**config.mk**
```make
export PLATFORM = sky130hd
export DESIGN_NAME = compare_match_toggle_timer
export DESIGN_NICKNAME = d
export VERILOG_FILES = /design/src/hdl/cmt_pkg.sv /design/src/hdl/compare_match_toggle_timer.sv
export SDC_FILE = /design/constraint.sdc
export NUM_CORES = 1
export LEC_CHECK = 0
export BUFFER_PORTS_ARGS = -buffer_cell sky130_fd_sc_hd__buf_2
export CAP_MARGIN = 20
export CORE_ASPECT_RATIO = 0.7
export CORE_MARGIN = 2
export CORE_UTILIZATION = 50
export CTS_CLUSTER_SIZE = 30
export DETAILED_ROUTE_END_ITERATION = 16
export GPL_TIMING_DRIVEN = 0
export PLACE_DENSITY = 0.8
export SLEW_MARGIN = 40
export SYNTH_ARGS = -nofsm -noshare
export SYNTH_HDL_FRONTEND = slang
export SYNTH_SLANG_ARGS = --single-unit
```
**constraint.sdc**
```tcl
create_clock -name clk -period 4 [get_ports clk]
set_input_delay 0.6 -clock clk [delete_from_list [all_inputs] [get_ports clk]]
set_output_delay 0.6 -clock clk [all_outputs]
set_load 0.02 [all_outputs]
```
**src/hdl/cmt_pkg.sv**
```systemverilog
// package: register map, field layout and codes of the compare-match timer
package cmt_pkg;

    // ========================================================================
    // bus geometry
    localparam int ADDR_W = 18;
    localparam int DATA_W = 32;
    localparam int BE_W = 4;
    localparam int IDX_W = 16;
    localparam int IDX_LSB = 2;

    // ========================================================================
    // register indices; byte address is four times the index
    localparam logic [IDX_W-1:0] IDX_CTRL = 16'hF700;
    localparam logic [IDX_W-1:0] IDX_IOA = 16'hF701;
    localparam logic [IDX_W-1:0] IDX_CNT = 16'hF706;
    localparam logic [IDX_W-1:0] IDX_GRA = 16'hF708;
    localparam logic [IDX_W-1:0] IDX_START = 16'hF720;
    localparam logic [IDX_W-1:0] IDX_SYNC = 16'hF721;
    localparam logic [IDX_W-1:0] IDX_FUNC = 16'hF723;
    localparam logic [IDX_W-1:0] IDX_OE = 16'hF724;
    localparam logic [IDX_W-1:0] IDX_INIT = 16'hF725;
    localparam logic [IDX_W-1:0] IDX_STAT = 16'hF730;
    localparam logic [IDX_W-1:0] IDX_MASK = 16'hF731;

    // ========================================================================
    // widths and field positions
    localparam int PRESC_W = 13;
    localparam int CNT_W = 16;
    localparam int REG8_W = 8;
    localparam int EVT_W = 2;
    localparam int SRC_LSB = 0;
    localparam int SRC_W = 3;
    localparam int EDGE_LSB = 3;
    localparam int EDGE_W = 2;
    localparam int CLR_LSB = 5;
    localparam int CLR_W = 3;
    localparam int IOA_W = 3;
    localparam int CMB_W = 2;
    localparam int BIT0 = 0;
    localparam int EVT_MATCH = 0;
    localparam int EVT_OVF = 1;

    // ========================================================================
    // field codes
    localparam logic [SRC_W-1:0] SRC_CLK = 3'h0;
    localparam logic [SRC_W-1:0] SRC_DIV2 = 3'h1;
    localparam logic [SRC_W-1:0] SRC_DIV4 = 3'h2;
    localparam logic [SRC_W-1:0] SRC_DIV8 = 3'h3;
    localparam logic [EDGE_W-1:0] EDGE_RISE = 2'h0;
    localparam logic [EDGE_W-1:0] EDGE_FALL = 2'h1;
    localparam logic [CLR_W-1:0] CLR_ON_A = 3'h1;
    localparam logic [IOA_W-1:0] IOA_TOGGLE = 3'h1;
    localparam logic [IOA_W-1:0] IOA_LOW = 3'h2;
    localparam logic [IOA_W-1:0] IOA_HIGH = 3'h3;
    localparam logic [CMB_W-1:0] CMB_NORMAL = 2'h0;

    // ========================================================================
    // reset values and counter limits
    localparam logic [REG8_W-1:0] RST_REG8 = 8'h00;
    localparam logic [REG8_W-1:0] RST_OE = 8'hFF;
    localparam logic [CNT_W-1:0] RST_CNT = 16'h0000;
    localparam logic [CNT_W-1:0] RST_GRA = 16'hFFFF;
    localparam logic [CNT_W-1:0] CNT_MAX = 16'hFFFF;
    localparam logic [CNT_W-1:0] CNT_ONE = 16'h0001;

    // ========================================================================
    // carriers
    typedef struct packed {
        logic [ADDR_W-1:0] address;
        logic read;
        logic write;
        logic [BE_W-1:0] byteenable;
        logic [DATA_W-1:0] writedata;
    } av_req_t;

    typedef struct packed {
        logic [PRESC_W-1:0] presc;
        logic [REG8_W-1:0] ctrl;
        logic [REG8_W-1:0] ioa;
        logic [REG8_W-1:0] start;
        logic [REG8_W-1:0] sync;
        logic [REG8_W-1:0] func;
        logic [REG8_W-1:0] oe_n;
        logic [REG8_W-1:0] init;
        logic [CNT_W-1:0] cnt;
        logic [CNT_W-1:0] gra;
        logic [EVT_W-1:0] stat;
        logic [EVT_W-1:0] mask;
        logic [1:0] ext_sync;
        logic src_prev;
        logic level;
        logic seen;
        logic pin;
        logic pin_oe;
        logic irq;
        logic waitreq;
        logic [DATA_W-1:0] rdata;
    } state_t;

endpackage : cmt_pkg

```
**src/hdl/compare_match_toggle_timer.sv**
```systemverilog
// compare-match toggle timer channel with avalon-mm register slave
//
// Register access over Avalon-MM is this design's own decision.
`timescale 1ns/1ps

module compare_match_toggle_timer (
    input wire logic clk,
    input wire logic sys_rst,
    input wire logic [cmt_pkg::ADDR_W-1:0] avs_address,
    input wire logic avs_read,
    input wire logic avs_write,
    input wire logic [cmt_pkg::BE_W-1:0] avs_byteenable,
    input wire logic [cmt_pkg::DATA_W-1:0] avs_writedata,
    output logic [cmt_pkg::DATA_W-1:0] avs_readdata,
    output logic avs_waitrequest,
    input wire logic ext_clk_pin,
    input wire logic channel1_clear,
    output logic compare_toggle_pin,
    output logic compare_toggle_pin_oe,
    output logic irq
);

    // ========================================================================
    // state
    cmt_pkg::state_t s_r;
    cmt_pkg::state_t s_nxt;
    cmt_pkg::av_req_t req;

    assign req.address = avs_address;
    assign req.read = avs_read;
    assign req.write = avs_write;
    assign req.byteenable = avs_byteenable;
    assign req.writedata = avs_writedata;

    // ========================================================================
    // byte-lane merge for a register of up to 16 bits
    function automatic logic [cmt_pkg::CNT_W-1:0] merge16(
        input logic [cmt_pkg::CNT_W-1:0] old,
        input logic [cmt_pkg::DATA_W-1:0] wd,
        input logic [cmt_pkg::BE_W-1:0] be
    );
        logic [cmt_pkg::CNT_W-1:0] v;
        v = old;
        if (be[0]) begin
            v[7:0] = wd[7:0];
        end
        if (be[1]) begin
            v[15:8] = wd[15:8];
        end
        return v;
    endfunction

    // ========================================================================
    // next-state logic
    logic [cmt_pkg::IDX_W-1:0] idx;
    logic take;
    logic wr;
    logic wr8;
    logic [cmt_pkg::REG8_W-1:0] wd8;
    logic [cmt_pkg::SRC_W-1:0] src_sel;
    logic [cmt_pkg::EDGE_W-1:0] edge_sel;
    logic [cmt_pkg::CLR_W-1:0] clr_sel;
    logic [cmt_pkg::IOA_W-1:0] ioa_sel;
    logic src_now;
    logic tick;
    logic running;
    logic match;
    logic overflow;
    logic normal;
    logic [cmt_pkg::EVT_W-1:0] evt;
    logic [cmt_pkg::EVT_W-1:0] w1c;
    logic [cmt_pkg::DATA_W-1:0] rd;

    always_comb begin
        s_nxt = s_r;
        idx = req.address[cmt_pkg::IDX_LSB +: cmt_pkg::IDX_W];
        // a request is taken on the edge where waitrequest is seen high; a write lands once it is low
        take = (req.read || req.write) && s_r.waitreq;
        wr = req.write && !s_r.waitreq;
        wr8 = wr && req.byteenable[0];
        wd8 = req.writedata[cmt_pkg::REG8_W-1:0];
        src_sel = s_r.ctrl[cmt_pkg::SRC_LSB +: cmt_pkg::SRC_W];
        edge_sel = s_r.ctrl[cmt_pkg::EDGE_LSB +: cmt_pkg::EDGE_W];
        clr_sel = s_r.ctrl[cmt_pkg::CLR_LSB +: cmt_pkg::CLR_W];
        ioa_sel = s_r.ioa[cmt_pkg::IOA_W-1:0];
        normal = s_r.func[cmt_pkg::CMB_W-1:0] == cmt_pkg::CMB_NORMAL;

        s_nxt.presc = s_r.presc + 1'b1;
        s_nxt.ext_sync = {s_r.ext_sync[0], ext_clk_pin};

        // --------------------------------------------------------------------
        // count source and edge; codes 1xx take the synchronised pin
        case (src_sel)
            cmt_pkg::SRC_CLK: src_now = 1'b0;
            cmt_pkg::SRC_DIV2: src_now = s_r.presc[0];
            cmt_pkg::SRC_DIV4: src_now = s_r.presc[1];
            cmt_pkg::SRC_DIV8: src_now = s_r.presc[2];
            default: src_now = s_r.ext_sync[1];
        endcase
        s_nxt.src_prev = src_now;
        if (src_sel == cmt_pkg::SRC_CLK) begin
            tick = 1'b1;
        end else if (edge_sel == cmt_pkg::EDGE_RISE) begin
            tick = src_now && !s_r.src_prev;
        end else if (edge_sel == cmt_pkg::EDGE_FALL) begin
            tick = !src_now && s_r.src_prev;
        end else begin
            tick = src_now != s_r.src_prev;
        end

        // --------------------------------------------------------------------
        // counter and compare; match is judged on the counting edge so a
        // halted counter parked on the compare value does not re-fire
        running = s_r.start[cmt_pkg::BIT0];
        match = running && tick && (s_r.cnt == s_r.gra);
        overflow = running && tick && (s_r.cnt == cmt_pkg::CNT_MAX);
        if (running && tick) begin
            if (match && clr_sel == cmt_pkg::CLR_ON_A) begin
                s_nxt.cnt = cmt_pkg::RST_CNT;
            end else begin
                s_nxt.cnt = s_r.cnt + cmt_pkg::CNT_ONE;
            end
        end
        if (s_r.sync[cmt_pkg::BIT0] && channel1_clear) begin
            s_nxt.cnt = cmt_pkg::RST_CNT;
        end

        // --------------------------------------------------------------------
        // output action; toggle lands in the same cycle as the clear
        if (match && normal) begin
            s_nxt.seen = 1'b1;
            case (ioa_sel)
                cmt_pkg::IOA_TOGGLE: s_nxt.level = !s_r.level;
                cmt_pkg::IOA_LOW: s_nxt.level = 1'b0;
                cmt_pkg::IOA_HIGH: s_nxt.level = 1'b1;
                default: s_nxt.level = s_r.level;
            endcase
        end

        // --------------------------------------------------------------------
        // register writes; a bus write to the counter wins over counting
        w1c = '0;
        if (wr) begin
            case (idx)
                cmt_pkg::IDX_CTRL: if (wr8) s_nxt.ctrl = wd8;
                cmt_pkg::IDX_IOA: if (wr8) s_nxt.ioa = wd8;
                cmt_pkg::IDX_CNT: begin
                    s_nxt.cnt = merge16(s_r.cnt, req.writedata,
                        req.byteenable);
                end
                cmt_pkg::IDX_GRA: begin
                    s_nxt.gra = merge16(s_r.gra, req.writedata,
                        req.byteenable);
                end
                cmt_pkg::IDX_START: if (wr8) s_nxt.start = wd8;
                cmt_pkg::IDX_SYNC: if (wr8) s_nxt.sync = wd8;
                cmt_pkg::IDX_FUNC: if (wr8) s_nxt.func = wd8;
                cmt_pkg::IDX_OE: if (wr8) s_nxt.oe_n = wd8;
                cmt_pkg::IDX_INIT: begin
                    if (wr8) begin
                        // new initial level holds until the next match
                        s_nxt.init = wd8;
                        s_nxt.level = wd8[cmt_pkg::BIT0];
                        s_nxt.seen = 1'b0;
                    end
                end
                cmt_pkg::IDX_STAT: begin
                    if (wr8) begin
                        w1c = wd8[cmt_pkg::EVT_W-1:0];
                    end
                end
                cmt_pkg::IDX_MASK: begin
                    if (wr8) begin
                        s_nxt.mask = wd8[cmt_pkg::EVT_W-1:0];
                    end
                end
                default: ;
            endcase
        end

        // --------------------------------------------------------------------
        // sticky events: a set in the clearing cycle survives
        evt = '0;
        evt[cmt_pkg::EVT_MATCH] = match;
        evt[cmt_pkg::EVT_OVF] = overflow;
        s_nxt.stat = (s_r.stat & ~w1c) | evt;
        s_nxt.irq = |(s_nxt.stat & s_nxt.mask);

        // --------------------------------------------------------------------
        // pin drive, registered straight to the ports
        s_nxt.pin = s_nxt.seen ? s_nxt.level
            : s_nxt.init[cmt_pkg::BIT0];
        s_nxt.pin_oe = !s_nxt.oe_n[cmt_pkg::BIT0];

        // --------------------------------------------------------------------
        // bus answer: one wait cycle, read data captured as it drops
        rd = '0;
        case (idx)
            cmt_pkg::IDX_CTRL: rd[cmt_pkg::REG8_W-1:0] = s_r.ctrl;
            cmt_pkg::IDX_IOA: rd[cmt_pkg::REG8_W-1:0] = s_r.ioa;
            cmt_pkg::IDX_CNT: rd[cmt_pkg::CNT_W-1:0] = s_r.cnt;
            cmt_pkg::IDX_GRA: rd[cmt_pkg::CNT_W-1:0] = s_r.gra;
            cmt_pkg::IDX_START: rd[cmt_pkg::REG8_W-1:0] = s_r.start;
            cmt_pkg::IDX_SYNC: rd[cmt_pkg::REG8_W-1:0] = s_r.sync;
            cmt_pkg::IDX_FUNC: rd[cmt_pkg::REG8_W-1:0] = s_r.func;
            cmt_pkg::IDX_OE: rd[cmt_pkg::REG8_W-1:0] = s_r.oe_n;
            cmt_pkg::IDX_INIT: rd[cmt_pkg::REG8_W-1:0] = s_r.init;
            cmt_pkg::IDX_STAT: rd[cmt_pkg::EVT_W-1:0] = s_r.stat;
            cmt_pkg::IDX_MASK: rd[cmt_pkg::EVT_W-1:0] = s_r.mask;
            default: rd = '0;
        endcase
        if (take) begin
            s_nxt.waitreq = 1'b0;
            s_nxt.rdata = req.read ? rd : '0;
        end else begin
            // data bus reads zero outside the answer cycle
            s_nxt.waitreq = 1'b1;
            s_nxt.rdata = '0;
        end
    end

    // ========================================================================
    // state register
    always_ff @(posedge clk or posedge sys_rst) begin
        if (sys_rst) begin
            s_r.presc <= '0;
            s_r.ctrl <= cmt_pkg::RST_REG8;
            s_r.ioa <= cmt_pkg::RST_REG8;
            s_r.start <= cmt_pkg::RST_REG8;
            s_r.sync <= cmt_pkg::RST_REG8;
            s_r.func <= cmt_pkg::RST_REG8;
            s_r.oe_n <= cmt_pkg::RST_OE;
            s_r.init <= cmt_pkg::RST_REG8;
            s_r.cnt <= cmt_pkg::RST_CNT;
            s_r.gra <= cmt_pkg::RST_GRA;
            s_r.stat <= '0;
            s_r.mask <= '0;
            s_r.ext_sync <= '0;
            s_r.src_prev <= 1'b0;
            s_r.level <= 1'b0;
            s_r.seen <= 1'b0;
            s_r.pin <= 1'b0;
            s_r.pin_oe <= 1'b0;
            s_r.irq <= 1'b0;
            s_r.waitreq <= 1'b1;
            s_r.rdata <= '0;
        end else begin
            s_r <= s_nxt;
        end
    end

    assign avs_readdata = s_r.rdata;
    assign avs_waitrequest = s_r.waitreq;
    assign compare_toggle_pin = s_r.pin;
    assign compare_toggle_pin_oe = s_r.pin_oe;
    assign irq = s_r.irq;

endmodule // compare_match_toggle_timer

```
== Word-level counts from Yosys, hierarchy flattened ==
Cells that the tools add are included.

* Output and inout port bits: 36
* Bits in read-only memories: 0
* Bits in writable memories: 0
* Bits of input ports: 60
* Latch bits: 0
* Memories: 0
* Bits in registers: 146

* Order comparisons: 0
* Shift-type cells: 0
* Multipliers: 0
* Equality and inequality tests: 24
* Muxes and demuxes: 35
* Div/mod/pow operators: 0
* Bitwise gates (word level): 4
* Reduce and logical (&&, ||, !) cells: 30
* Add/subtract/negate cells: 2

{| class="wikitable"
|+ Operators by type and width
! cell !! count
|-
| equality test 16 bit, second input constant || 12
|-
| 2-to-1 mux 16 bit || 6
|-
| one-hot mux 6 bit (9 select lines) || 1
|-
| 2-to-1 mux 8 bit || 6
|-
| 2-to-1 mux 41 bit || 1
|-
| 2-to-1 mux 33 bit || 1
|-
| AND reduction 3 bit || 9
|-
| one-hot mux 2 bit (11 select lines) || 1
|-
| 2-to-1 mux 2 bit || 10
|-
| adder 16 x 1 -> 16 bit, second input constant || 1
|-
| equality test 16 bit || 1
|-
| one-hot mux 8 bit (2 select lines) || 1
|-
| adder 13 x 1 -> 13 bit, second input constant || 1
|-
| equality test 3 x 2 -> 1 bit, second input constant || 4
|-
| logical AND 1 bit || 11
|-
| equality test 3 x 1 -> 1 bit, second input constant || 3
|-
| 2-to-1 mux 1 bit || 6
|-
| != test 3 bit, second input constant || 2
|-
| logical NOT 1 bit || 5
|-
| bitwise AND 2 bit || 2
|-
| logical NOT 2 bit || 2
|-
| one-hot mux 1 bit (4 select lines) || 1
|-
| logical NOT 3 bit || 1
|-
| one-hot mux 1 bit (3 select lines) || 1
|-
| 6 further kinds || 6
|}

== Depth between registers and ports, before layout ==
* Depth after elaboration: 16
* Gate-level depth with buffers: 11
* Gate-level depth less buffers: 10

== Worst setup path before layout ==
No wires, ideal clock.

* Path type: input to register
* Start: in avs_address[16] in the netlist's numbering
* End: reg s_r[53] in the netlist's numbering
* Slack: 1.232 ns
* Data arrival time: 2.686 ns
* Stages: 9
* Data required time: 3.918 ns
* Buffers on the path: 3
* Cell sequence: nand4_1 or4_1 buf_2 or2_1 buf_2 nor4b_4 and3_1 buf_4 mux2_2

* Word-level cells in the longest chain between the ends: 2

{| class="wikitable"
|+ RTL lines
! item !! line !! text
|-
| start: declaration || compare_match_toggle_timer.sv:9 || <nowiki>input wire logic [cmt_pkg::ADDR_W-1:0] avs_address,</nowiki>
|-
| equality test 16 bit || compare_match_toggle_timer.sv:144 || <nowiki>case (idx)</nowiki>
|-
| AND reduction 3 bit (no source line) || - ||
|-
| end signal: assignment || compare_match_toggle_timer.sv:248 || <nowiki>s_r <= s_nxt;</nowiki>
|-
| end: declaration || compare_match_toggle_timer.sv:25 || <nowiki>cmt_pkg::state_t s_r;</nowiki>
|}

No other way between the ends.
A chain may end at the register's enable or synchronous reset.

== Worst setup path in the final report ==
* Start: reg s_r[65] in the netlist's numbering
* End: reg s_r[75] in the netlist's numbering

* Word-level cells in the longest chain between the ends: 8
* Elaborated cells on any way between the ends: 9
* Classes of those cells: 1 x add/sub; 1 x eq/ne; 5 x mux; 2 x reduce/logical

{| class="wikitable"
|+ RTL lines
! item !! line !! text
|-
| parallel branches: the longest is 3 deep, another holds adder 16 x 1 -> 16 bit || - ||
|-
| 2-to-1 mux 16 bit (*) || compare_match_toggle_timer.sv:118 || <nowiki>if (match && clr_sel == cmt_pkg::CLR_ON_A) begin</nowiki>
|-
| 2-to-1 mux 16 bit (*) || compare_match_toggle_timer.sv:117 || <nowiki>if (running && tick) begin</nowiki>
|-
| 2-to-1 mux 16 bit (*) || compare_match_toggle_timer.sv:124 || <nowiki>if (s_r.sync[cmt_pkg::BIT0] && channel1_clear) begin</nowiki>
|-
| 2-to-1 mux 16 bit || compare_match_toggle_timer.sv:144 ||
|-
| 2-to-1 mux 41 bit (*) || compare_match_toggle_timer.sv:143 || <nowiki>if (wr) begin</nowiki>
|}

Every way passes the cells marked *.

==> key figures <==
Status
  – Status: complete, no violations

STA
  – RSZ-0062 raised after global routing: false
  – Slew @ Worst Pin: 0.858 ns
  – Crit share post-route: 0.818
  – Min cycle time layout: 3.27 ns
  – Max Freq: 306 MHz
  – Final Skew: 0.00617 ns
  – Final hold violations: 0
  – Max-slew violations: 0
  – Setup Viol. Count Final: 0
  – Relative slew slack: 0.423
  – Hold WS: 0.168 ns

Logic synthesis
  – Gate Count Post-Synth: 557
  – Area contributors post-synth: dfrtp_1 (38%), mux2_2 (12%), dfstp_2 (11%)
  – Synth warn: 0
  – Synth unique cells: 63
  – Synth area leader: dfrtp_1
  – Synth Register Bits: 120
  – Cell Area, Synth: 6190 µm²
  – Fraction of registers with async set/reset: 1.00
  – Sequential share of the synthesized area: 0.490
  – EDFF count, synth: 0
  – Share of the synthesized area in the top cell type: 0.384
  – Post-synthesis area per instance: 11.1 µm²
  – Synth Flop Type: dfrtp_1

Global routing
  – Pin count of the biggest net entering global routing: 78
  – Vias in the first global route: 4928
  – GRT Total Usage: 0.252
  – First-pass GRT wire length: 25.7 mm
  – Initial antenna violation count: 0
  – GRT Residual Overflow: 0

Floorplan
  – Die width: 137 µm
  – Top Ports: 96
  – Die ar.: 13300 µm²
  – Rows: 33
  – Chip height: 97.1 µm
  – Initial core utilization: 0.520
  – Core outline area: 11900 µm²

Pwr
  – Net Sw Frac: 0.214
  – Sequential power share: 0.430
  – P_sw: 607 µW
  – Static Leak: 0.00359 µW
  – Max VDD drop: 312 µV
  – Power Dens Cells: 384 nW/µm²
  – Logic pwr share: 0.045
  – Clock group share of total power: 0.526
  – Pint: 2240 µW

Routing
  – ANT nets after route: 0
  – 1st-pass router iterations: 6
  – Vias/cell: 6.09
  – Drt initial violations: 593
  – Post-route DRC: 0
  – Detailed Route WL: 16.2 mm
  – Via count: 4989
  – WL/cell: 19.7 µm

Run
  – Number of max-cap violations: 0

Place
  – Area after DPL: 6780 µm²
  – Port Buf Inserts: 57
  – Routability Congestion: 0.931
  – Dpl hpwl: 11.6 mm

Clock tree
  – Clock slew at reported path FFs: 0.05 ns
  – Depth of the CTS H-tree: 4
  – Hold Buf Count CTS: 0
  – Sink Count: 120
  – CTS tree: built
  – Post_cts resized: 0
  – Clk_lat worst skew: 0.41 ns
  – Clk buf depth: 2
  – Root buffer cell: clkbuf_16
  – CTS buffer count: 17
  – Setup Fix Bufs, Post-CTS: 0

Worst setup path
  – Critical path startpoint: s_r[65]
  – Worst setup path endpoint: s_r[75]
  – Worst Setup End Kind: flop
  – Worst path slowest cell: or4b_1
  – Reg-to-reg setup timing slack: 0.73 ns
  – Worst setup SP type: flop
  – Max FO, Critical Path: 10
  – Critical-path cell list: clkbuf_1, xor2_1, nor4_1, nand4_1, or4b_1, o21ai_1, buf_2, a21oi_1, a311o_1
  – CP max stage delay: 0.73 ns
  – R2R Path End: s_r[75]
  – Worst EP required: 4.29 ns
  – Arrival time at the worst endpoint: 3.56 ns
  – Critical path type: reg -> reg
  – Worst r2r src: s_r[65]
  – Reg2Reg Depth: 9

Layout
  – Area Growth Syn to Fin: 19.6%
  – Diodes inserted: 0
  – Layout Nets: 712
  – Layout Utilization: 0.622
  – Fraction of layout cells with a size suffix above 1: 0.349
  – Final instance area: 7400 µm²

Hold path
  – Hold Crit Class: in -> async
[cells in the mapped netlist (all sizes together), types with 2 or more instances]
master / number
a2bb2oi: 2
nor3: 10
nand4b: 2
o21ai: 18
o31a: 3
nor2b: 3
a22oi: 24
mux2: 68
o31ai: 3
inv: 17
a221oi: 6
clkbuf: 12
a221o: 3
nor2: 28
ha: 3
and3: 7
or2: 2
o22ai: 4
a31oi: 11
mux2i: 19
a21oi: 6
o211ai: 3
and2: 4
nand2: 34
a21o: 5
dfstp: 25
xor2: 20
buf: 40
a22o: 2
o2bb2ai: 8
or3: 5
nand4: 10
nor3b: 4
dfrtp: 95
o221ai: 3
nand2b: 4
nor4: 7
nand3: 20
[worst max-delay path: cells and delay by family (launching register included)]
family	cells	cell delay, ns
xor+xnor	1	0.18
compound gates	3	0.66
buf+inv	2	0.47
flops	1	0.36
simple gates	3	1.48
[layout by cell type (no fill, tap or decap), types with 4 or more instances in the layout]
master | Yosys | layout
o22ai_1 | 4 | 4
buf_4 | 33 | 33
nand2_1 | 33 | 33
buf_2 | 6 | 63
and2_1 | 4 | 4
and3_1 | 7 | 7
clkbuf_1 | 12 | 15
nor4_1 | 5 | 4
inv_1 | 17 | 16
dfstp_2 | 25 | 25
mux2i_1 | 19 | 19
a21o_1 | 5 | 5
mux2_2 | 66 | 66
or3_1 | 5 | 5
o21ai_0 | 17 | 17
nand3_1 | 20 | 20
nor3b_1 | 4 | 4
o2bb2ai_1 | 8 | 8
a221oi_1 | 6 | 6
nor3_1 | 9 | 6
a31oi_1 | 11 | 11
a22oi_1 | 24 | 24
nand4_1 | 10 | 10
dfrtp_1 | 95 | 95
a21oi_1 | 6 | 6
conb_1 | 1 | 16
nand2b_1 | 4 | 4
clkbuf_8 | 0 | 4
xor2_1 | 20 | 20
nor2_1 | 28 | 28
clkbuf_16 | 0 | 17
clkinv_2 | 0 | 4
[stage by stage]
step	total power (µW)	setup WS, ns	instances	setup TNS [ns]
after floorplan	1310	0.256	572	0
after global placement	1360	-0.908	786	-85.09
after detailed placement	1370	0.544	787	0
after CTS	2860	0.761	819	0
after global routing	2950	0.585	819	0
final	2840	0.730	819	0
[cell families (layout without fill, tap and decap cells)]
kind of cell,count (synthesis),in the layout,share of synthesized area
buffers and inverters,69,159,0.0631
multiplexers,87,87,0.154
AO/OA/AOI/OAI,110,110,0.130
AND/OR/NAND/NOR,147,147,0.128
other,1,16,0.000606
flip-flops,120,120,0.490
XOR/XNOR,20,20,0.0283
adder cells (fa/ha/maj),3,3,0.00607
[how the worst min path moves through the flow]
stage | end | depth (start not counted)
after floorplan | s_r[40] | 0
after global placement | s_r[40] | 0
after detailed placement | s_r[40] | 0
after CTS | avs_readdata[14] | 2
after global routing | avs_readdata[14] | 2
final | avs_readdata[14] | 2
[power by group through the flow]
| stage | Combinational (µW) | Clock (µW) | Sequential (µW) |
|---|---|---|---|
| finish | 127 | 1490 | 1220 |
| global route | 140 | 1590 | 1220 |
| CTS | 126 | 1510 | 1220 |
| detailed placement | 125 | 0 | 1240 |
| global placement | 116 | 0 | 1240 |
| floorplan | 68.9 | 0 | 1240 |
[layout make-up]
| cell class | count | area [µm²] |
|---|---|---|
| timing repair buffer | 58 | 313 |
| sequential | 120 | 3030 |
| clock buffer | 24 | 492 |
| clock inverter | 8 | 95.1 |
| fill | 949 | 4490 |
| inverter | 17 | 71.3 |
| multi-input combinational | 383 | 2870 |
| tap | 157 | 196 |
| buffer | 52 | 328 |
[metal layers]
layer	track usage	vias to the layer above	wire length (µm)
met5	0	-	0
met4	0.0714	0	308
met3	0.0730	41	1480
met2	0.365	278	7150
met1	0.369	2470	7220
li1	-	2200	-
[registers in the layout, summed over array words and instances, names as in the netlist]
register and cells:
avs_readdata 16, irq 1, s_nxt 1, compare_toggle_pin 1, avs_waitrequest 1, running 1
clr_sel 3, s_r 90, edge_sel 2, compare_toggle_pin_oe 1, ioa_sel 3
(Power assumes the default switching activity.)
